===== config.mk =====
export PLATFORM = sky130hd
export DESIGN_NAME = ccpu_top
export DESIGN_NICKNAME = d
export VERILOG_FILES = /design/src/ccpu_pkg.sv /design/src/ccpu_top.sv
export SDC_FILE = /design/constraint.sdc
export NUM_CORES = 1
export LEC_CHECK = 0
export CAP_MARGIN = 40
export CORE_ASPECT_RATIO = 0.6
export CORE_MARGIN = 2
export CORE_UTILIZATION = 64
export DETAILED_ROUTE_END_ITERATION = 6
export DONT_BUFFER_PORTS = 1
export PLACE_DENSITY_LB_ADDON = 0.12
export SLEW_MARGIN = 5
export SYNTH_ARGS = -nofsm -noshare
export SYNTH_HDL_FRONTEND = slang
export SYNTH_SLANG_ARGS = --single-unit

===== constraint.sdc =====
create_clock -name clk_sys -period 7.1 [get_ports clk_sys]
set_input_delay 0.355 -clock clk_sys [delete_from_list [all_inputs] [get_ports clk_sys]]
set_output_delay 0.355 -clock clk_sys [all_outputs]
set_load 0.05 [all_outputs]

===== src/ccpu_pkg.sv =====
// package: register map, mode codes and field positions of the capture/compare/pwm unit
package ccpu_pkg;
    localparam logic [7:0] OFF_FLAG2   = 8'h0d;
    localparam logic [7:0] OFF_VAL1_LO = 8'h15;
    localparam logic [7:0] OFF_VAL1_HI = 8'h16;
    localparam logic [7:0] OFF_CTRL1   = 8'h17;
    localparam logic [7:0] OFF_VAL2_LO = 8'h1b;
    localparam logic [7:0] OFF_VAL2_HI = 8'h1c;
    localparam logic [7:0] OFF_CTRL2   = 8'h1d;
    localparam logic [7:0] OFF_ENA2    = 8'h8d;
    localparam logic [7:0] OFF_FLAG1   = 8'h0c;
    localparam logic [7:0] OFF_ENA1    = 8'h8c;
    localparam int FLAG1_BIT   = 2;
    localparam int TAOVF_BIT   = 0;
    localparam int FLAG2_BIT   = 0;
    localparam int MODE_LSB    = 0;
    localparam int DUTY_LSB    = 4;
    localparam logic [3:0] MODE_OFF    = 4'h0;
    localparam logic [3:0] MODE_CAP_FE = 4'h4;
    localparam logic [3:0] MODE_CAP_RE = 4'h5;
    localparam logic [3:0] MODE_CAP_4  = 4'h6;
    localparam logic [3:0] MODE_CAP_16 = 4'h7;
    localparam logic [3:0] MODE_CMP_HI = 4'h8;
    localparam logic [3:0] MODE_CMP_LO = 4'h9;
    localparam logic [3:0] MODE_CMP_SW = 4'ha;
    localparam logic [3:0] MODE_CMP_EV = 4'hb;
    localparam logic [5:0] CTRL_MASK   = 6'h3f;
    localparam logic [3:0] PRESC_4     = 4'h3;
    localparam logic [3:0] PRESC_16    = 4'hf;
    typedef enum logic [1:0] {CCPU_OFF, CCPU_CAP, CCPU_CMP, CCPU_PWM} ccpu_mode_e;
endpackage


===== src/ccpu_top.sv =====
// two capture/compare/pwm units with register port
//
// Behaviour
// - capture copies full 16-bit timer a count into value register on event.
// - capture event: falling, rising, every 4th or every 16th rising edge.
// - capture codes 0100, 0101, 0110, 0111.
// - each capture sets the unit event flag until software clears it.
// - new capture overwrites value register even if unread.
// - capture looks at the pin level, so port writes may capture.
// - prescaler counter cleared when unit off or not capturing.
// - direct prescale switch keeps counter; software writes zero first.
// - compare value with timer a; on equality act on pin and set flag.
// - compare codes 1000 high, 1001 low, 1010 flag, 1011 trigger.
// - writing zero to control forces the output latch low.
// - flag-only compare leaves pin unchanged.
// - trigger resets timer a; second unit also starts conversion if enabled.
// - trigger-caused timer a reset does not set overflow flag.
// - code 0000 turns unit off; 11xx selects pwm.
// - pwm drives pin with up to 10-bit duty when direction bit cleared.
// - after timer b equals period: clear timer b, set pin unless 0%, latch duty.
// - timer b postscaler does not affect pwm period.
// - duty is low byte as msbs and control bits 5:4 as lsbs.
// - duty writes take effect at period end; high byte read-only in pwm.
// - pin cleared when buffered duty equals timer b with 2-bit sub-count.
// - duty longer than period never clears pin.
//
// The strobed register port is this design's own decision.
`timescale 1ns/1ns
module ccpu_top
    import ccpu_pkg::*;
#(
    parameter int UNITS = 2
) (
    input  wire logic        clk_sys,
    input  wire logic        reset,
    input  wire logic [7:0]  reg_addr,
    input  wire logic [7:0]  reg_wdata,
    input  wire logic        reg_wr,
    input  wire logic        reg_rd,
    output logic      [7:0]  reg_rdata,
    input  wire logic [15:0] timer_a_count,
    input  wire logic [7:0]  timer_b_count,
    input  wire logic [7:0]  timer_b_period,
    input  wire logic [1:0]  timer_b_subcount,
    input  wire logic        timer_b_inc,
    input  wire logic        adc_enabled,
    input  wire logic [1:0]  unit_pin_in,
    output logic      [1:0]  unit_pin_out,
    output logic             timer_a_clear,
    output logic             timer_b_clear,
    output logic             adc_start,
    output logic             first_unit_event_flag,
    input  wire logic        first_unit_flag_clear,
    output logic             first_unit_event_enable
);
    // the register map names exactly two units, so refuse any other count
    if (UNITS != 2) begin : g_units_chk
        $error("ccpu_top serves exactly two units");
    end

    logic [7:0]  val_lo_q [2];
    logic [7:0]  val_hi_q [2];
    logic [5:0]  ctrl_q   [2];
    logic [1:0]  duty_lsb_q [2];
    logic [3:0]  presc_q  [2];
    logic [1:0]  flag_q;
    logic [1:0]  ena_q;
    logic [1:0]  out_q;
    logic [1:0]  pin_s1_q, pin_s2_q, pin_s3_q;
    logic [1:0]  cap_ev, cmp_ev, trig_ev, period_end;
    logic [1:0]  wr_lo, wr_hi, wr_ctrl;
    logic [7:0]  rdata_q;

    // decode of the mode field into a coarse class
    function automatic ccpu_mode_e mode_class(input logic [3:0] m);
        if (m[3:2] == 2'b11)  return CCPU_PWM;
        else if (m[3])        return CCPU_CMP;
        else if (m[2])        return CCPU_CAP;
        else                  return CCPU_OFF;
    endfunction

    // pin synchroniser; third stage only feeds edge detection
    always_ff @(posedge clk_sys) begin
        if (reset) begin
            pin_s1_q <= 2'h0;
            pin_s2_q <= 2'h0;
            pin_s3_q <= 2'h0;
        end else begin
            pin_s1_q <= unit_pin_in;
            pin_s2_q <= pin_s1_q;
            pin_s3_q <= pin_s2_q;
        end
    end

    generate
        for (genvar u = 0; u < 2; u++) begin : g_unit
            logic [3:0]  mode;
            ccpu_mode_e  cls;
            logic        rise, fall, edge_ok;
            logic [9:0]  duty_buf;
            assign mode = ctrl_q[u][MODE_LSB +: 4];
            assign cls  = mode_class(mode);
            assign rise = pin_s2_q[u] & ~pin_s3_q[u];
            assign fall = ~pin_s2_q[u] & pin_s3_q[u];
            assign wr_lo[u]   = reg_wr && reg_addr == (u == 0 ? OFF_VAL1_LO : OFF_VAL2_LO);
            assign wr_hi[u]   = reg_wr && reg_addr == (u == 0 ? OFF_VAL1_HI : OFF_VAL2_HI);
            assign wr_ctrl[u] = reg_wr && reg_addr == (u == 0 ? OFF_CTRL1 : OFF_CTRL2);

            // event selection per capture mode
            always_comb begin
                case (mode)
                    MODE_CAP_FE: edge_ok = fall;
                    MODE_CAP_RE: edge_ok = rise;
                    MODE_CAP_4:  edge_ok = rise && presc_q[u] == PRESC_4;
                    MODE_CAP_16: edge_ok = rise && presc_q[u] == PRESC_16;
                    default:     edge_ok = 1'b0;
                endcase
            end
            assign cap_ev[u]     = (cls == CCPU_CAP) && edge_ok;
            assign cmp_ev[u]     = (cls == CCPU_CMP) && ({val_hi_q[u], val_lo_q[u]} == timer_a_count);
            assign trig_ev[u]    = cmp_ev[u] && mode == MODE_CMP_EV;
            assign period_end[u] = (cls == CCPU_PWM) && timer_b_inc
                                   && (timer_b_count == timer_b_period);

            // edge prescaler; a direct switch between capture codes keeps the count
            always_ff @(posedge clk_sys) begin
                if (reset || cls != CCPU_CAP) begin
                    presc_q[u] <= 4'h0;
                end else if (rise && (mode == MODE_CAP_4 || mode == MODE_CAP_16)) begin
                    presc_q[u] <= (mode == MODE_CAP_4 && presc_q[u] == PRESC_4) ? 4'h0
                                  : presc_q[u] + 4'h1;
                end
            end

            // value low byte; capture first, then software write
            always_ff @(posedge clk_sys) begin
                if (reset) begin
                    val_lo_q[u] <= 8'h00;
                end else if (cap_ev[u]) begin
                    val_lo_q[u] <= timer_a_count[7:0];
                end else if (wr_lo[u]) begin
                    val_lo_q[u] <= reg_wdata;
                end
            end

            // value high byte; duty buffer in pwm, read-only there
            always_ff @(posedge clk_sys) begin
                if (reset) begin
                    val_hi_q[u]   <= 8'h00;
                    duty_lsb_q[u] <= 2'h0;
                end else if (cap_ev[u]) begin
                    val_hi_q[u] <= timer_a_count[15:8];
                end else if (period_end[u]) begin
                    val_hi_q[u]   <= val_lo_q[u];
                    duty_lsb_q[u] <= ctrl_q[u][DUTY_LSB +: 2];
                end else if (wr_hi[u] && cls != CCPU_PWM) begin
                    val_hi_q[u] <= reg_wdata;
                end
            end

            // control register
            always_ff @(posedge clk_sys) begin
                if (reset) begin
                    ctrl_q[u] <= 6'h00;
                end else if (wr_ctrl[u]) begin
                    ctrl_q[u] <= reg_wdata[5:0] & CTRL_MASK;
                end
            end

            // output latch: compare actions and pwm waveform
            assign duty_buf = {val_hi_q[u], duty_lsb_q[u]};
            always_ff @(posedge clk_sys) begin
                if (reset || cls == CCPU_OFF) begin
                    out_q[u] <= 1'b0;
                end else if (cmp_ev[u] && mode == MODE_CMP_HI) begin
                    out_q[u] <= 1'b1;
                end else if (cmp_ev[u] && mode == MODE_CMP_LO) begin
                    out_q[u] <= 1'b0;
                end else if (period_end[u]) begin
                    out_q[u] <= ({val_lo_q[u], ctrl_q[u][DUTY_LSB +: 2]} != 10'h000);
                end else if (cls == CCPU_PWM && duty_buf == {timer_b_count, timer_b_subcount}) begin
                    out_q[u] <= 1'b0;
                end
            end
        end
    endgenerate

    // event flags: hardware set wins over software clear
    always_ff @(posedge clk_sys) begin
        if (reset) begin
            flag_q <= 2'h0;
        end else begin
            flag_q[0] <= (cap_ev[0] | cmp_ev[0]) |
                         (flag_q[0] & ~first_unit_flag_clear);
            if (cap_ev[1] | cmp_ev[1]) begin
                flag_q[1] <= 1'b1;
            end else if (reg_wr && reg_addr == OFF_FLAG2) begin
                flag_q[1] <= reg_wdata[FLAG2_BIT];
            end
        end
    end

    // event enables
    always_ff @(posedge clk_sys) begin
        if (reset) begin
            ena_q <= 2'h0;
        end else begin
            if (reg_wr && reg_addr == OFF_ENA1) ena_q[0] <= reg_wdata[FLAG1_BIT];
            if (reg_wr && reg_addr == OFF_ENA2) ena_q[1] <= reg_wdata[FLAG2_BIT];
        end
    end

    // trigger and period-end strobes; no overflow flag is touched here
    always_ff @(posedge clk_sys) begin
        if (reset) begin
            timer_a_clear <= 1'b0;
            adc_start     <= 1'b0;
            timer_b_clear <= 1'b0;
        end else begin
            timer_a_clear <= |trig_ev;
            adc_start     <= trig_ev[1] & adc_enabled;
            timer_b_clear <= |period_end;
        end
    end

    // read mux, data one cycle after the strobe
    always_ff @(posedge clk_sys) begin
        if (reset) begin
            rdata_q <= 8'h00;
        end else if (reg_rd) begin
            case (reg_addr)
                OFF_VAL1_LO: rdata_q <= val_lo_q[0];
                OFF_VAL1_HI: rdata_q <= val_hi_q[0];
                OFF_CTRL1:   rdata_q <= {2'h0, ctrl_q[0]};
                OFF_VAL2_LO: rdata_q <= val_lo_q[1];
                OFF_VAL2_HI: rdata_q <= val_hi_q[1];
                OFF_CTRL2:   rdata_q <= {2'h0, ctrl_q[1]};
                OFF_FLAG2:   rdata_q <= {7'h00, flag_q[1]};
                OFF_ENA2:    rdata_q <= {7'h00, ena_q[1]};
                OFF_ENA1:    rdata_q <= {5'h00, ena_q[0], 2'h0};
                default:     rdata_q <= 8'h00;
            endcase
        end else begin
            rdata_q <= 8'h00;
        end
    end

    assign reg_rdata               = rdata_q;
    assign unit_pin_out            = out_q;
    assign first_unit_event_flag   = flag_q[0];
    assign first_unit_event_enable = ena_q[0];

    // checks
    property p_cap_load;
        @(posedge clk_sys) disable iff (reset)
        cap_ev[0] |=> {val_hi_q[0], val_lo_q[0]} == $past(timer_a_count);
    endproperty
    a_cap_load: assert property (p_cap_load) else $error("capture value wrong");

    property p_flag_set;
        @(posedge clk_sys) disable iff (reset)
        (cap_ev[1] | cmp_ev[1]) |=> flag_q[1];
    endproperty
    a_flag_set: assert property (p_flag_set) else $error("flag not set");

    property p_presc_clr;
        @(posedge clk_sys) disable iff (reset)
        g_unit[0].cls != CCPU_CAP |=> presc_q[0] == 4'h0;
    endproperty
    a_presc_clr: assert property (p_presc_clr) else $error("prescaler kept");

    property p_off_low;
        @(posedge clk_sys) disable iff (reset)
        g_unit[1].cls == CCPU_OFF |=> !out_q[1];
    endproperty
    a_off_low: assert property (p_off_low) else $error("latch not low");

    property p_sw_pin;
        @(posedge clk_sys) disable iff (reset)
        (cmp_ev[0] && g_unit[0].mode == MODE_CMP_SW && !wr_ctrl[0]) |=> $stable(out_q[0]);
    endproperty
    a_sw_pin: assert property (p_sw_pin) else $error("pin changed");

    property p_trig;
        @(posedge clk_sys) disable iff (reset)
        trig_ev[1] && adc_enabled |=> timer_a_clear && adc_start;
    endproperty
    a_trig: assert property (p_trig) else $error("trigger missing");

    property p_cmp_hi;
        @(posedge clk_sys) disable iff (reset)
        cmp_ev[0] && g_unit[0].mode == MODE_CMP_HI |=> out_q[0];
    endproperty
    a_cmp_hi: assert property (p_cmp_hi) else $error("pin not high");

    property p_duty_latch;
        @(posedge clk_sys) disable iff (reset)
        period_end[0] |=> val_hi_q[0] == $past(val_lo_q[0]) && timer_b_clear;
    endproperty
    a_duty_latch: assert property (p_duty_latch) else $error("duty not latched");

    property p_tb_clear;
        @(posedge clk_sys) disable iff (reset)
        period_end[1] |=> timer_b_clear;
    endproperty
    a_tb_clear: assert property (p_tb_clear) else $error("timer b not cleared");

    property p_pwm_zero;
        @(posedge clk_sys) disable iff (reset)
        period_end[0] && {val_lo_q[0], ctrl_q[0][DUTY_LSB +: 2]} == 10'h000 |=> !out_q[0];
    endproperty
    a_pwm_zero: assert property (p_pwm_zero) else $error("zero duty set pin");

    property p_pwm_set;
        @(posedge clk_sys) disable iff (reset)
        period_end[0] && {val_lo_q[0], ctrl_q[0][DUTY_LSB +: 2]} != 10'h000 |=> out_q[0];
    endproperty
    a_pwm_set: assert property (p_pwm_set) else $error("pin not set at period end");

    property p_hi_ro;
        @(posedge clk_sys) disable iff (reset)
        wr_hi[0] && g_unit[0].cls == CCPU_PWM && !period_end[0] |=> $stable(val_hi_q[0]);
    endproperty
    a_hi_ro: assert property (p_hi_ro) else $error("high byte written in pwm");

    property p_trig_one;
        @(posedge clk_sys) disable iff (reset)
        trig_ev[0] && !trig_ev[1] |=> timer_a_clear && !adc_start;
    endproperty
    a_trig_one: assert property (p_trig_one) else $error("first unit trigger wrong");

    property p_flag_hold;
        @(posedge clk_sys) disable iff (reset)
        flag_q[0] && !first_unit_flag_clear |=> flag_q[0];
    endproperty
    a_flag_hold: assert property (p_flag_hold) else $error("flag dropped");

    c_cap:  cover property (@(posedge clk_sys) cap_ev[0]);
    c_trig: cover property (@(posedge clk_sys) trig_ev[1]);
    c_cap16: cover property (@(posedge clk_sys) cap_ev[0] && g_unit[0].mode == MODE_CAP_16);
    c_pwm:  cover property (@(posedge clk_sys) period_end[0] ##[1:300] !out_q[0]);
endmodule


==> run_results.csv <==
group,metric,value,unit
clocking,path_clk_slew,0.06,ns
clocking,cts_tree,"built",
placement,hpwl,11600,um
logic_synthesis,synthesis.nets,515,
floorplan,start_util,0.662,
timing,tightestPinTransition,0.826,ns
timing,finClkSkew,0.00554,ns
route,drtIter0Drc,636,
logic_synthesis,synth_fa_ha_area_frac,0.00518,
logic_synthesis,synth_ff_type,"edfxtp_1",
cells_and_area,final_common_cell,"edfxtp_1",
global_route,antenna_found_initial,0,
global_route,grt_pass1_wl,22900,um
clocking,postCtsResizedCells,0,
floorplan,rows,24,
floorplan,die_x,116,um
timing,rsz0062_at_grt,"false",
logic_synthesis,synthCells,454,
route,drc,0,
logic_synthesis,ys_warn_count,0,
timing,hold_ws,0.0770,ns
status,status,"complete, no violations",
logic_synthesis,synth_xor_area_frac,0.118,
cells_and_area,area_growth,7.64,%
timing,setup_viol,0,
global_route,grt_max_degree,31,
logic_synthesis,synth-simple-area-share,0.222,
logic_synthesis,synth_cell_types,66,
placement,gp_congestion,1.08,
global_route,overflow,0,
floorplan,die_area,0.00829,mm2
route,wl,15300,um
route,wire_per_inst,27.3,um
logic_synthesis,synth_compound_area_frac,0.152,
clocking,clk_path_buf_depth,2,
route,via_count,4178,
route,vias_per_cell,7.45,
logic_synthesis,synth_edf_count,56,
logic_synthesis,synthMuxAreaShare,0.0381,
setup_path,cp-end-kind,"flip-flop",
clocking,htreeDepth,3,
logic_synthesis,ys_seq_area_frac,0.443,
logic_synthesis,avgSynthCellArea,10.6,um2
floorplan,pin_count,74,
clocking,clock_latency,0.35,ns
placement,dp.cells,544,
logic_synthesis,synth_top_family_by_area,"simple AND/OR/NAND/NOR gates",
global_route,first_global_vias,3858,
power_and_ir_drop,irDropWorstVdd,0.143,mV
timing,min_period,2.57,ns
setup_path,crit_fanout,12,
job,drv_cap,0,
route,dr.pass1.iters,6,
cells_and_area,final_cell_mix,"edfxtp_1 (56), xnor2_1 (36), xor2_1 (29), nor2_1 (26), dfxtp_1 (23)",
timing,fin_tns_setup,0,ns
cells_and_area,drive_gt1_frac,0.0877,
timing,slew_viol_final,0,
timing,finalHoldViolations,0,
clocking,hold_buffers,0,
floorplan,core_area,0.00730,mm2
worst_hold_path,min_path_type,"in -> reg",
setup_path,cp-start-kind,"flip-flop",
clocking,numCtsBuffers,9,
clocking,post_cts_buffers,0,
clocking,cts.sinks,79,
setup_path,arrival,2.66,ns
setup_path,crit_type,"reg -> reg",
clocking,cts-root-buf,"clkbuf_16",
timing,timing.fmax,0.390,GHz
timing,relSlewSlack,0.447,
logic_synthesis,synthArstFlopShare,0,
cells_and_area,fin_nets,512,
timing,fin_crit_sh,0.361,
route,ant_nets,0,
floorplan,die_h,71.3,um
power_and_ir_drop,p_per_area,207,mW/mm2
power_and_ir_drop,p_leak,1.84,nW
placement,port-buffer-count,0,
setup_path,required,7.20,ns
cells_and_area,final_cell_count_no_fill,561,
logic_synthesis,ys_ff_latch,79,
global_route,grt_util_all_layers,0.386,
logic_synthesis,netlist_area,0.00483,mm2
where the power goes:
group	switching [mW]	internal [mW]	leakage [nW]
registers	0.0264	0.508	0.766
clock network	0.191	0.273	0.144
logic	0.0407	0.0358	0.929
total	0.258	0.817	1.84
final timing paths:
check	from	end	slack, ns	cells after the start
worst min-delay path	reset	pin_s1_q[0]	0.08	1
worst max register to register	ctrl_q[0][3]	val_hi_q[0][1]	4.53	6
worst max-delay path	ctrl_q[0][3]	val_hi_q[0][1]	4.53	6
worst min register to register	pin_s1_q[0]	pin_s2_q[0]	0.45	1
kinds of logic (layout without fill, tap and decap cells):
kind of cell,count (synthesis),count (layout)
muxes,14,14
buffers and inverters,24,26
adders and majority gates,2,2
DFF,79,79
AOI/OAI and AO/OA,91,91
and+or+nand+nor,179,179
xor gates and xnor gates,65,65
other,0,1
sequential cells by signal, indices dropped and copies added, names as in the netlist:
register,cells
reg_rdata,8
timer_a_clear,1
duty_lsb_q,4
adc_start,1
timer_b_clear,1
ctrl_q,12
pin_s3_q,2
pin_s2_q,2
presc_q,8
pin_s1_q,2
val_lo_q,16
unit_pin_out,2
val_hi_q,16
flag_q,2
ena_q,2
stage by stage:
stage / total power [mW] / setup slack (ns) / instance area (um2) / util
global route: 1.10 / 4.40 / 5200 / 0.713
detailed placement: 0.615 / 4.57 / 4910 / 0.673
CTS: 1.07 / 4.59 / 5200 / 0.713
global placement: 0.614 / 4.50 / 4900 / 0.672
finish: 1.07 / 4.53 / 5200 / 0.713
floorplan: 0.595 / 4.85 / 4830 / -
layer usage:
layer  part of all wire  vias up  global-route usage
met5                  0        -                   0
met2               0.37      408               0.482
met3               0.19       47               0.151
met4              0.026        0               0.111
met1               0.41     1974               0.610
li1                   -     1749                   -
critical path, cell delays in order (launching register included):
cell	delay [ns]
edfxtp_1	0.46
and2b_1	0.37
nand4b_1	0.18
o32ai_1	0.26
buf_4	0.24
a21o_1	0.46
mux2_4	0.35
synth_stat cells (3+ instances only):
cell       n  area [um2]
buf_2      3        15.0
nor2b_1   13        81.3
a32o_1     8        80.1
dfxtp_1   23         460
nand2b_1   8        50.1
or4_1      5        37.5
nor4b_1    3        26.3
o21bai_1   3        22.5
edfxtp_1  56        1680
a222oi_1   5        50.1
mux2_2     3        33.8
nor4_1    14        87.6
a21oi_1   16        80.1
xnor2_1   36         315
a22o_1    16         140
mux2i_1    3        30.0
or3_1      5        31.3
a221o_1    8        80.1
nand2_1   18        67.6
and4_1     3        26.3
nand4_1   11        68.8
inv_1      7        26.3
or2_2      3        18.8
a22oi_1    6        45.0
nor3_1     7        35.0
and3_1    12        75.1
nand3_1   11        55.1
a221oi_1   3        26.3
xor2_1    29         254
and2_1    20         125
nor2_1    26        97.6
a31oi_1    5        31.3
mux2_4     8         120
nand4b_1   3        26.3
a21o_1     3        22.5
clkbuf_1  13        48.8
final cells by class:
cell class	instances	area (um2)
Multi-Input combinational cell	351	2590
Sequential cell	79	2140
Fill cell	546	2090
Clock buffer	11	233
Tap cell	104	130
Clock inverter	5	58.8
Inverter	7	26.3
Timing Repair Buffer	3	20.0
Antenna cell	1	2.50
No activity file was read; power rests on OpenSTA's default activity.
